==> src/hw/psec_params.svh <==
// Constants of the press stroke enable controller: offsets, reset values
// and timing figures. Included by the controller; definitions only.
`ifndef PSEC_PARAMS_SVH
`define PSEC_PARAMS_SVH

// Register byte offsets on the Avalon-MM slave
`define PSEC_CFG_OFS    4'h0
`define PSEC_STAT_OFS   4'h4

// Configuration reset: setup variant, no restart lock, everything off
`define PSEC_CFG_RST    25'h0000000

// Status word bit positions
`define PSEC_ST_EN      0
`define PSEC_ST_PEND    1
`define PSEC_ST_MUTE    2
`define PSEC_ST_MEXP    3
`define PSEC_ST_PARK    4

// Timing, each figure in its own unit
`define PSEC_CLK_NS         10
`define PSEC_MS_NS          1000000
`define PSEC_MS_CYCLES      (`PSEC_MS_NS / `PSEC_CLK_NS)
`define PSEC_PULSE_MIN_A_MS 100
`define PSEC_PULSE_MIN_B_MS 350
`define PSEC_PULSE_MAX_MS   30000
`define PSEC_MUTE_MAX_S     7200
`define PSEC_MS_PER_S       1000

`endif

==> src/hw/psec_pkg.sv <==
// Types of the press stroke enable controller.
// Assumes the field layout of the configuration word given here.
package psec_pkg;

	typedef enum logic [2:0]
	{
		LOCK_NONE,
		LOCK_ANY_LOW,
		LOCK_LOW_OR_TOP,
		LOCK_ALWAYS,
		LOCK_REL_LOW
	} psec_lock_t;

	typedef enum logic [1:0]
	{
		MUTE_OFF,
		MUTE_REL3,
		MUTE_BOTH
	} psec_mute_t;

	typedef enum logic [1:0]
	{
		PS_WAIT_LOW,
		PS_ARMED,
		PS_HIGH
	} psec_pulse_t;

	// Configuration word, bit 0 upward from the bottom of the list
	typedef struct packed
	{
		logic [12:0] mute_s;       // 24:12
		logic        ign_rel3_top; // 11
		logic        pulse_350;    // 10
		psec_mute_t  mute_mode;    // 9:8
		logic        start_only;   // 7
		logic        guard;        // 6
		logic        rel3_en;      // 5
		logic        rel2_en;      // 4
		psec_lock_t  lock;         // 3:1
		logic        single;       // 0
	} psec_cfg_t;

endpackage
==> src/hw/psec_ctrl.sv <==
// Press stroke enable controller, setup and single-stroke variants.
// Assumes all release, cam and restart inputs are synchronous to clk,
// driven by neighbouring logic; configured over Avalon-MM.
//
// The register addresses and the Avalon-MM register port were chosen for this implementation.
`timescale 1ns/1ps
`include "psec_params.svh"

module psec_ctrl
#(
	parameter int MS_CYCLES = `PSEC_MS_CYCLES
)
(
	input  wire logic        clk,
	input  wire logic        reset_n,
	input  wire logic [3:0]  avs_address,
	input  wire logic        avs_read,
	input  wire logic        avs_write,
	input  wire logic [3:0]  avs_byteenable,
	input  wire logic [31:0] avs_writedata,
	output logic      [31:0] avs_readdata,
	output logic             avs_waitrequest,
	input  wire logic        rel_static,
	input  wire logic        rel_start,
	input  wire logic        rel_safety,
	input  wire logic        stroke_cmd,
	input  wire logic        top_dc,
	input  wire logic        upstroke,
	input  wire logic        rearm,
	output logic             press_enable,
	output logic             rearm_pending,
	output logic             rel_static_n
);

	localparam int TW = $clog2(MS_CYCLES);
	localparam int CW = $bits(psec_pkg::psec_cfg_t);

	psec_pkg::psec_cfg_t   cfg;
	psec_pkg::psec_pulse_t ps;
	logic [TW-1:0]         tick_cnt;
	logic                  ms_tick;
	logic                  ack;
	logic [31:0]           cfg_w;
	logic [31:0]           next_cfg_w;
	logic [31:0]           stat_w;
	logic                  stroke_q;
	logic                  top_q;
	logic                  rel3_q;
	logic                  up_q;
	logic                  stroke_rise;
	logic                  top_rise;
	logic                  up_rise;
	logic [12:0]           mute_s_eff;
	logic [22:0]           mute_lim;
	logic [22:0]           mute_ms;
	logic                  mute_exp;
	logic                  mute_on;
	logic                  mute_stroke;
	logic                  rel3_on;
	logic                  stop_rel1;
	logic                  stop_rel3;
	logic                  stop_stroke;
	logic                  stop_top;
	logic                  stop_any;
	logic                  idle_rel3;
	logic                  lock_trig;
	logic                  start_ok;
	logic                  top_park;
	logic                  pend_q;
	logic [14:0]           pw_ms;
	logic [14:0]           pw_min;
	logic                  pulse_ok;

	// ****************************************
	// Millisecond tick
	// ****************************************

	// Free-running so pulse widths are judged to within one tick
	always_ff @(posedge clk or negedge reset_n)
	begin
		if (!reset_n)
			tick_cnt <= '0;
		else if (ms_tick)
			tick_cnt <= '0;
		else
			tick_cnt <= tick_cnt + 1'b1;
	end

	assign ms_tick = (tick_cnt == TW'(MS_CYCLES - 1));

	// ****************************************
	// Register slave
	// ****************************************

	// One wait state on every access, then the answer
	assign avs_waitrequest = (avs_read | avs_write) & ~ack;

	always_ff @(posedge clk or negedge reset_n)
	begin
		if (!reset_n)
			ack <= 1'b0;
		else
			ack <= (avs_read | avs_write) & ~ack;
	end

	assign cfg_w = 32'(cfg);

	genvar b;
	for (b = 0; b < 4; b++)
	begin : g_lane
		assign next_cfg_w[8*b +: 8] = avs_byteenable[b] ? avs_writedata[8*b +: 8]
		                                                : cfg_w[8*b +: 8];
	end

	always_ff @(posedge clk or negedge reset_n)
	begin
		if (!reset_n)
			cfg <= psec_pkg::psec_cfg_t'(`PSEC_CFG_RST);
		else if (avs_write && ack && avs_address == `PSEC_CFG_OFS)
			cfg <= psec_pkg::psec_cfg_t'(next_cfg_w[CW-1:0]);
	end

	always_comb
	begin
		stat_w = 32'h00000000;
		stat_w[`PSEC_ST_EN] = press_enable;
		stat_w[`PSEC_ST_PEND] = rearm_pending;
		stat_w[`PSEC_ST_MUTE] = mute_on;
		stat_w[`PSEC_ST_MEXP] = mute_exp;
		stat_w[`PSEC_ST_PARK] = top_park;
	end

	// Unmapped addresses read as zero and ignore writes
	always_ff @(posedge clk or negedge reset_n)
	begin
		if (!reset_n)
			avs_readdata <= 32'h00000000;
		else if (avs_read && !ack)
		begin
			case (avs_address)
				`PSEC_CFG_OFS:  avs_readdata <= cfg_w;
				`PSEC_STAT_OFS: avs_readdata <= stat_w;
				default:        avs_readdata <= 32'h00000000;
			endcase
		end
	end

	// ****************************************
	// Input history and edges
	// ****************************************

	always_ff @(posedge clk or negedge reset_n)
	begin
		if (!reset_n)
		begin
			stroke_q <= 1'b1;
			top_q    <= 1'b1;
			rel3_q   <= 1'b0;
			up_q     <= 1'b0;
		end
		else
		begin
			stroke_q <= stroke_cmd;
			top_q    <= top_dc;
			rel3_q   <= rel_safety;
			up_q     <= upstroke;
		end
	end

	// Stroke and top history reset high so a level held through reset is no edge; safety and upstroke history reset low
	assign stroke_rise = stroke_cmd & ~stroke_q;
	assign top_rise    = top_dc & ~top_q;
	assign up_rise     = upstroke & ~up_q;

	// ****************************************
	// Upstroke muting
	// ****************************************

	assign mute_s_eff = (cfg.mute_s > 13'(`PSEC_MUTE_MAX_S)) ? 13'(`PSEC_MUTE_MAX_S)
	                                                         : cfg.mute_s;
	assign mute_lim = {10'h000, mute_s_eff} * 23'(`PSEC_MS_PER_S);

	// Restarts on every upstroke rise; no plausibility check is made
	always_ff @(posedge clk or negedge reset_n)
	begin
		if (!reset_n)
		begin
			mute_ms  <= '0;
			mute_exp <= 1'b0;
		end
		else if (up_rise)
		begin
			mute_ms  <= '0;
			mute_exp <= 1'b0;
		end
		else if (upstroke && ms_tick && !mute_exp)
		begin
			mute_ms <= mute_ms + 23'd1;
			if (mute_ms + 23'd1 >= mute_lim)
				mute_exp <= 1'b1;
		end
	end

	assign mute_on = cfg.single && (mute_s_eff != 13'h0000)
	                 && (cfg.mute_mode != psec_pkg::MUTE_OFF)
	                 && press_enable && upstroke && !mute_exp;
	assign mute_stroke = mute_on && (cfg.mute_mode != psec_pkg::MUTE_REL3);

	// ****************************************
	// Stop causes and restart lock
	// ****************************************

	assign rel3_on = cfg.single & cfg.rel3_en;

	assign stop_rel1 = press_enable & ~rel_static;
	assign stop_rel3 = press_enable & rel3_on & ~rel_safety & ~mute_on;
	// Start-only mode exists in the single-stroke variant only
	assign stop_stroke = press_enable & ~stroke_cmd & ~mute_stroke
	                     & ~(cfg.single & cfg.start_only);
	assign stop_top = press_enable & top_rise & (cfg.single | cfg.guard);
	assign stop_any = stop_rel1 | stop_rel3 | stop_stroke | stop_top;

	// Safety release falling while stopped still locks, unless parked at top
	assign idle_rel3 = ~press_enable & rel3_on & rel3_q & ~rel_safety
	                   & ~(cfg.ign_rel3_top & top_park);

	always_comb
	begin
		case (cfg.lock)
			psec_pkg::LOCK_NONE:       lock_trig = 1'b0;
			psec_pkg::LOCK_ANY_LOW:    lock_trig = stop_rel1 | stop_rel3 | stop_stroke
			                                       | idle_rel3;
			psec_pkg::LOCK_LOW_OR_TOP: lock_trig = stop_rel1 | stop_rel3 | stop_top
			                                       | idle_rel3;
			psec_pkg::LOCK_REL_LOW:    lock_trig = stop_rel1 | stop_rel3 | idle_rel3;
			default:                   lock_trig = stop_any | idle_rel3;
		endcase
	end

	// ****************************************
	// Rearm pulse check
	// ****************************************

	assign pw_min = cfg.pulse_350 ? 15'(`PSEC_PULSE_MIN_B_MS)
	                              : 15'(`PSEC_PULSE_MIN_A_MS);

	// A restart held high out of reset must fall first
	always_ff @(posedge clk or negedge reset_n)
	begin
		if (!reset_n)
		begin
			ps    <= psec_pkg::PS_WAIT_LOW;
			pw_ms <= '0;
		end
		else
		begin
			case (ps)
				psec_pkg::PS_WAIT_LOW:
				begin
					if (!rearm)
						ps <= psec_pkg::PS_ARMED;
				end
				psec_pkg::PS_ARMED:
				begin
					if (rearm)
					begin
						ps    <= psec_pkg::PS_HIGH;
						pw_ms <= '0;
					end
				end
				psec_pkg::PS_HIGH:
				begin
					if (!rearm)
						ps <= psec_pkg::PS_ARMED;
					else if (ms_tick)
					begin
						if (pw_ms == 15'(`PSEC_PULSE_MAX_MS))
							ps <= psec_pkg::PS_WAIT_LOW;
						else
							pw_ms <= pw_ms + 15'd1;
					end
				end
				default: ps <= psec_pkg::PS_WAIT_LOW;
			endcase
		end
	end

	assign pulse_ok = (ps == psec_pkg::PS_HIGH) && !rearm && (pw_ms >= pw_min);

	// A new lock in the cycle of a valid pulse keeps the lock set
	always_ff @(posedge clk or negedge reset_n)
	begin
		if (!reset_n)
			pend_q <= 1'b1;
		else if (lock_trig)
			pend_q <= 1'b1;
		else if (pulse_ok)
			pend_q <= 1'b0;
	end

	assign rearm_pending = pend_q & (cfg.lock != psec_pkg::LOCK_NONE);

	// ****************************************
	// Press enable
	// ****************************************

	// Start-gate release is read only while the enable is low
	assign start_ok = ~press_enable & ~rearm_pending & rel_static
	                  & (~cfg.rel2_en | rel_start) & (~rel3_on | rel_safety)
	                  & stroke_rise;

	always_ff @(posedge clk or negedge reset_n)
	begin
		if (!reset_n)
			press_enable <= 1'b0;
		else if (start_ok)
			press_enable <= 1'b1;
		else if (stop_any)
			press_enable <= 1'b0;
	end

	// Marks a regular stop at top until the next start
	always_ff @(posedge clk or negedge reset_n)
	begin
		if (!reset_n)
			top_park <= 1'b0;
		else if (stop_top)
			top_park <= 1'b1;
		else if (start_ok)
			top_park <= 1'b0;
	end

	assign rel_static_n = ~rel_static;
endmodule

==> config.mk <==
export PLATFORM = sky130hd
export DESIGN_NAME = psec_ctrl
export DESIGN_NICKNAME = d
export VERILOG_FILES = /design/src/hw/psec_pkg.sv /design/src/hw/psec_ctrl.sv
export VERILOG_INCLUDE_DIRS = /design/src /design/src/hw
export SDC_FILE = /design/constraint.sdc
export NUM_CORES = 1
export LEC_CHECK = 0
export ABC_AREA = 1
export BUFFER_PORTS_ARGS = -buffer_cell sky130_fd_sc_hd__buf_4
export CAP_MARGIN = 10
export CORE_MARGIN = 2
export CORE_UTILIZATION = 61
export CTS_CLUSTER_DIAMETER = 50
export CTS_CLUSTER_SIZE = 16
export DETAILED_ROUTE_END_ITERATION = 12
export PLACE_DENSITY = 0.87
export SETUP_SLACK_MARGIN = 0.2
export SLEW_MARGIN = 20
export SYNTH_ARGS = -nofsm -noshare
export SYNTH_HDL_FRONTEND = slang
export SYNTH_SLANG_ARGS = --single-unit
==> constraint.sdc <==
create_clock -name clk -period 7.06 [get_ports clk]
set_clock_uncertainty 0.15 [all_clocks]
set_input_delay 2.118 -clock clk [delete_from_list [all_inputs] [get_ports clk]]
set_output_delay 2.118 -clock clk [all_outputs]
set_load 0.05 [all_outputs]
* Word-level counts from Yosys, hierarchy flattened
Index checks and enable logic that the tools add are counted.
Storage, ports and cells: input bits 51, logic and storage cells 164, register bits after elaboration 123
Cells by class: multiplexer cells 27, $add $sub $neg 3, multipliers 1, reduce and logical (&&, ||, !) cells 35, order comparisons 3, bitwise gates (word level) 53, equal/unequal tests 16
Operators by type and width (count):
- $mux 15 | 4
- $pmux 25 s2 | 1
- $mux 23 | 2
- $pmux 15 s2 | 1
- $and 1x1->1 | 26
- $add 23x1->23 const B | 1
- $ge 23x23->1 | 1
- $mul 13x7->20 const B | 1
- $add 17x1->17 const B | 1
- $eq 17x17->1 const B | 1
- $mux 17 | 1
- $add 15x1->15 const B | 1
- $eq 15x15->1 const B | 1
- $ge 15x9->1 | 1
- $not 1->1 | 15
- $reduce_bool 2->1 | 7
- $gt 13x13->1 const B | 1
- $logic_and 1x1->1 | 13
- $mux 13 | 1
- $reduce_bool 13->1 | 1
- $or 1x1->1 | 12
- $mux 2 | 5
- $ne 2x2->1 const B | 5
- $reduce_and 2->1 | 5
- other kinds (19) | 30

* Logic depth before layout (Yosys ltp)
depth after elaboration 17, depth in mapped cells 38, gate-level depth less buffers 38

* Worst setup path after synthesis
Ideal clock, no wire load.
path type register to register, from register cfg[12] (netlist name), to register mute_exp, period minus slack after synthesis 5.802 ns, stages on the path, launching flop included 34, arrival time 5.587 ns, setup time 0.065 ns, setup slack 1.258 ns, required time 6.845 ns, path through dfrtp_1 -> nor2_1 -> nand2_1 -> nor2_1 -> nand2_1 -> nand2_1 -> inv_1 -> nor2_1 -> inv_1 -> fa_1 -> inv_1 -> fa_1 -> fa_1 -> inv_1 -> fa_1 -> inv_1 -> ha_1 -> a21oi_1 -> o21ai_0 -> nand2_1 -> nand3_1 -> a211oi_1 -> xor2_1 -> ha_1 -> nand2_1 -> inv_1 -> nand3_1 -> nor3b_1 -> nand2_1 -> a31oi_1 -> nor2_1 -> nand2_1 -> nand3_1 -> nand2_1
Between the ends: word-level cells in the longest chain between the ends 6
Ends and longest elaborated chain:
- from (decl) | RTL line psec_ctrl.sv:38 | psec_pkg::psec_cfg_t cfg;
- from (signal assigned) | RTL line psec_ctrl.sv:118 | cfg <= psec_pkg::psec_cfg_t'(`PSEC_CFG_RST);
- from (signal assigned) | RTL line psec_ctrl.sv:120 | cfg <= psec_pkg::psec_cfg_t'(next_cfg_w[CW-1:0]);
- $gt 13x13->1 | RTL line psec_ctrl.sv:179 | assign mute_s_eff = (cfg.mute_s > 13'(`PSEC_MUTE_MAX_S)) ? 13'(`PSEC_MUTE_MAX_S)
- $mux 13 * | RTL line psec_ctrl.sv:179
- $mul 13x7->20 * | RTL line psec_ctrl.sv:181 | assign mute_lim = {10'h000, mute_s_eff} * 23'(`PSEC_MS_PER_S);
- $ge 23x23->1 * | RTL line psec_ctrl.sv:199 | if (mute_ms + 23'd1 >= mute_lim)
- $reduce_bool 2->1 (no source line) *
- $reduce_and 2->1 (no source line) *
- to (signal assigned) | RTL line psec_ctrl.sv:189 | mute_exp <= 1'b0;
- to (signal assigned) | RTL line psec_ctrl.sv:194 | mute_exp <= 1'b0;
- to (signal assigned) | RTL line psec_ctrl.sv:200 | mute_exp <= 1'b1;
- to (decl) | RTL line psec_ctrl.sv:56 | logic mute_exp;
Mark *: on every way between the ends. The rest lies on a longest branch, timed or not. A chain may end at the register's enable or synchronous reset.

* Worst setup path in the final report
from register cfg[20] (netlist name), to register mute_exp
The elaborated chain is that of the path after synthesis.

==> results_dict.tcl <==
set metrics [dict create \
    critPathCaptureType "flip-flop" \
    maxSlewHeadroom_pct 32.20 \
    critPathKind "reg2reg" \
    die_w_um 123.4 \
    drtIter0Drc 736 \
    multiInputGateArea_um2 5064 \
    fin_nets 1310 \
    worstHoldStart "tick_cnt[0]" \
    max_stage_delay_ns 0.59 \
    period_needed_ns 6.782 \
    final_cell_mix "191 x inv_1, 181 x nand2_1, 109 x dfrtp_1" \
    ff_latch_area_um2 2912 \
    fin_setup_tns_ns 0 \
    vias_per_cell 5.835 \
    cts-htree-levels 4 \
    hp-class "reg2reg" \
    yosysTopAreaCell "dfrtp_1" \
    seq_area_frac_synth_pct 33.42 \
    worst_slack_ns 0.2777 \
    ys_ff_latch 116 \
    synth_top_area_share_pct 32.51 \
    post-route-period-util_pct 96.07 \
    syn_inst 1055 \
    synthesis.area_um2 8697 \
    grt_pass1_vias 7624 \
    vias 7767 \
    min_to "tick_cnt[0]" \
    drv_cap 0 \
    numCtsBuffers 17 \
    cp-start-kind "flip-flop" \
    cts_root_buffer "clkbuf_16" \
    cts_tree "built" \
    gr-total-overflow 0 \
    r2r-end "mute_exp" \
    syn2layout_area_growth_pct 17.29 \
    clk_latency_ns 0.43 \
    synth.area.top_cells "dfrtp_1 33%, ha_1 12%, fa_1 9.4%" \
    core-area_um2 13880 \
    port_buffers 72 \
    dr.pass1.iters 5 \
    reg2reg_slack_ns 0.28 \
    synth-main-ff-cell "dfrtp_1" \
    avgRoutedWirePerCell_um 17.46 \
    cts_hold_buffers 0 \
    grt_pass1_wl_um 35290 \
    antenna_found_initial 0 \
    drive_above_1_share_pct 15.29 \
    layout_commonest_cell "inv_1" \
    min_path_cells 1 \
    numClockSinks 116 \
    dp_hpwl_um 15260 \
    crit_fanout 5 \
    arrival_ns 7.00 \
    avgSynthCellArea_um2 8.244 \
    clkTransAtPathRegs_ns 0.06 \
    crit_required_ns 7.28 \
    tightest_slew_ns 1.015 \
    clock_path_buffers 2 \
    setup_violations 0 \
    async_reset_ff_share_pct 100.0 \
    row_count 43 \
    fp.dieH_um 123.4 \
    synth_warnings 0 \
    drtAntennaViolNets 0 \
    drt-total-wl_um 23240 \
    crit_path_top_delay_cell "fa_1" \
    nFillCells 914 \
    dieArea_um2 15230 \
    rsz0062_at_grt "no" \
    ios 87 \
    synth_cell_types 49 \
    place_inst 1292 \
    place_ws_ns 0.3045 \
    ff2ff_path_depth 33 \
    diodes 0 \
    status "completed" \
    track_usage_pct 29.68 \
    initial_core_util_pct 62.66 \
    grt_max_degree 74 \
    fin_util_pct 73.49 \
    drc 0 \
    fmax_mhz 147.4 \
    synth_edf_count 0 \
    gp_congestion 0.9155 \
    drv_slew 0 \
    cp_common_cell "nand2_1" \
    finalHoldViolations 0 \
    stdcell_count 1331 \
    r2r-start "cfg[20]" \
]
==> synth_stat cells (2+ instances only) <==
cell type,instances
nand3_2,2
clkbuf_1,12
dfstp_2,3
ha_1,80
a21oi_1,52
a211oi_1,2
inv_2,5
nand2_1,182
xnor2_1,7
inv_1,196
or2_2,2
nand3_4,2
fa_1,41
o211ai_1,2
a21o_1,2
nor3_1,16
o21ai_1,7
buf_2,4
nand3b_1,2
nor4_1,12
dfrtp_1,113
mux2_2,6
o22ai_1,12
buf_4,7
o2111ai_1,2
nand3_1,48
o31ai_1,22
o21ai_0,39
nand4_1,17
nor2_2,2
a22o_1,3
o21bai_1,2
nor2_4,4
xor2_1,32
a31oi_1,7
nor2_1,93
nand2_2,3
==> layer usage <==
metal,GRT usage (%),vias up,part of all wire [%]
met5,0,-,0
met2,50.58,374,51
li1,-,3569,-
met4,11.86,0,3.9
met1,36.67,3729,38
met3,6.411,95,6.3
==> cell families after synthesis <==
kind of cell,count (synthesis),share of synthesized area [%]
AND/OR/NAND/NOR,390,20.05
buffers and inverters,225,10.16
AO/OA/AOI/OAI,156,10.49
adder cells (fa/ha/maj),121,20.95
flip-flops,116,33.42
XOR/XNOR,40,4.115
multiplexers,6,0.7768
other,1,0.04312
==> area by class of cell <==
type                       count  share of cell area [%]
tap                          180                   2.208
clock buffer                  19                   4.342
sequential                   116                   28.54
clock inverter                13                   1.766
inverter                     201                   7.470
timing repair buffer          82                   6.035
multi-input combinational    720                   49.64
==> state kept, by name, indices dropped and copies added (netlist names) <==
| name | cells |
|---|---|
| ack | 1 |
| up_q | 1 |
| avs_readdata | 25 |
| mute_exp | 1 |
| top_park | 1 |
| pw_ms | 15 |
| rel3_q | 1 |
| stroke_q | 1 |
| pend_q | 1 |
| mute_ms | 23 |
| tick_cnt | 17 |
| ps | 2 |
| press_enable | 1 |
| cfg | 25 |
| top_q | 1 |
==> worst max-delay path, delay by kind of cell (launching register included) <==
| family | cells | cell delay (ns) |
|---|---|---|
| AO/OA/AOI/OAI | 1 | 0.09 |
| XOR/XNOR | 1 | 0.16 |
| adder cells (fa/ha/maj) | 6 | 2.81 |
| buffers and inverters | 7 | 0.81 |
| flip-flops | 1 | 0.46 |
| AND/OR/NAND/NOR | 18 | 2.22 |
==> per-stage QoR <==
stage	hold WS, ns	area [um2]
after detailed placement	0.3099	9379
after floorplan	0.2628	8720
after global routing	0.3290	10200
final	0.3177	10200
after CTS	0.3194	10000
after global placement	0.2698	9379
==> how the worst max path moves through the flow <==
| stage | from | to | slack (ns) | cells past startpoint |
|---|---|---|---|---|
| after floorplan | cfg[12] | mute_exp | 1.26 | 33 |
| after global placement | cfg[12] | mute_exp | 0.50 | 31 |
| after detailed placement | cfg[12] | mute_exp | 0.30 | 31 |
| after CTS | cfg[21] | mute_exp | 0.26 | 34 |
| after global routing | cfg[21] | mute_exp | 0.002 | 35 |
| final | cfg[20] | mute_exp | 0.28 | 33 |
==> timing repair <==
item,in CTS,in global routing
setup buffers,0,7
endpoints found under the setup margin,1,1
resized for setup,1,36
pin swaps,0,2
Power is not shown: default switching activity piles up to over one toggle a cycle in this logic, so the estimate is an artifact.
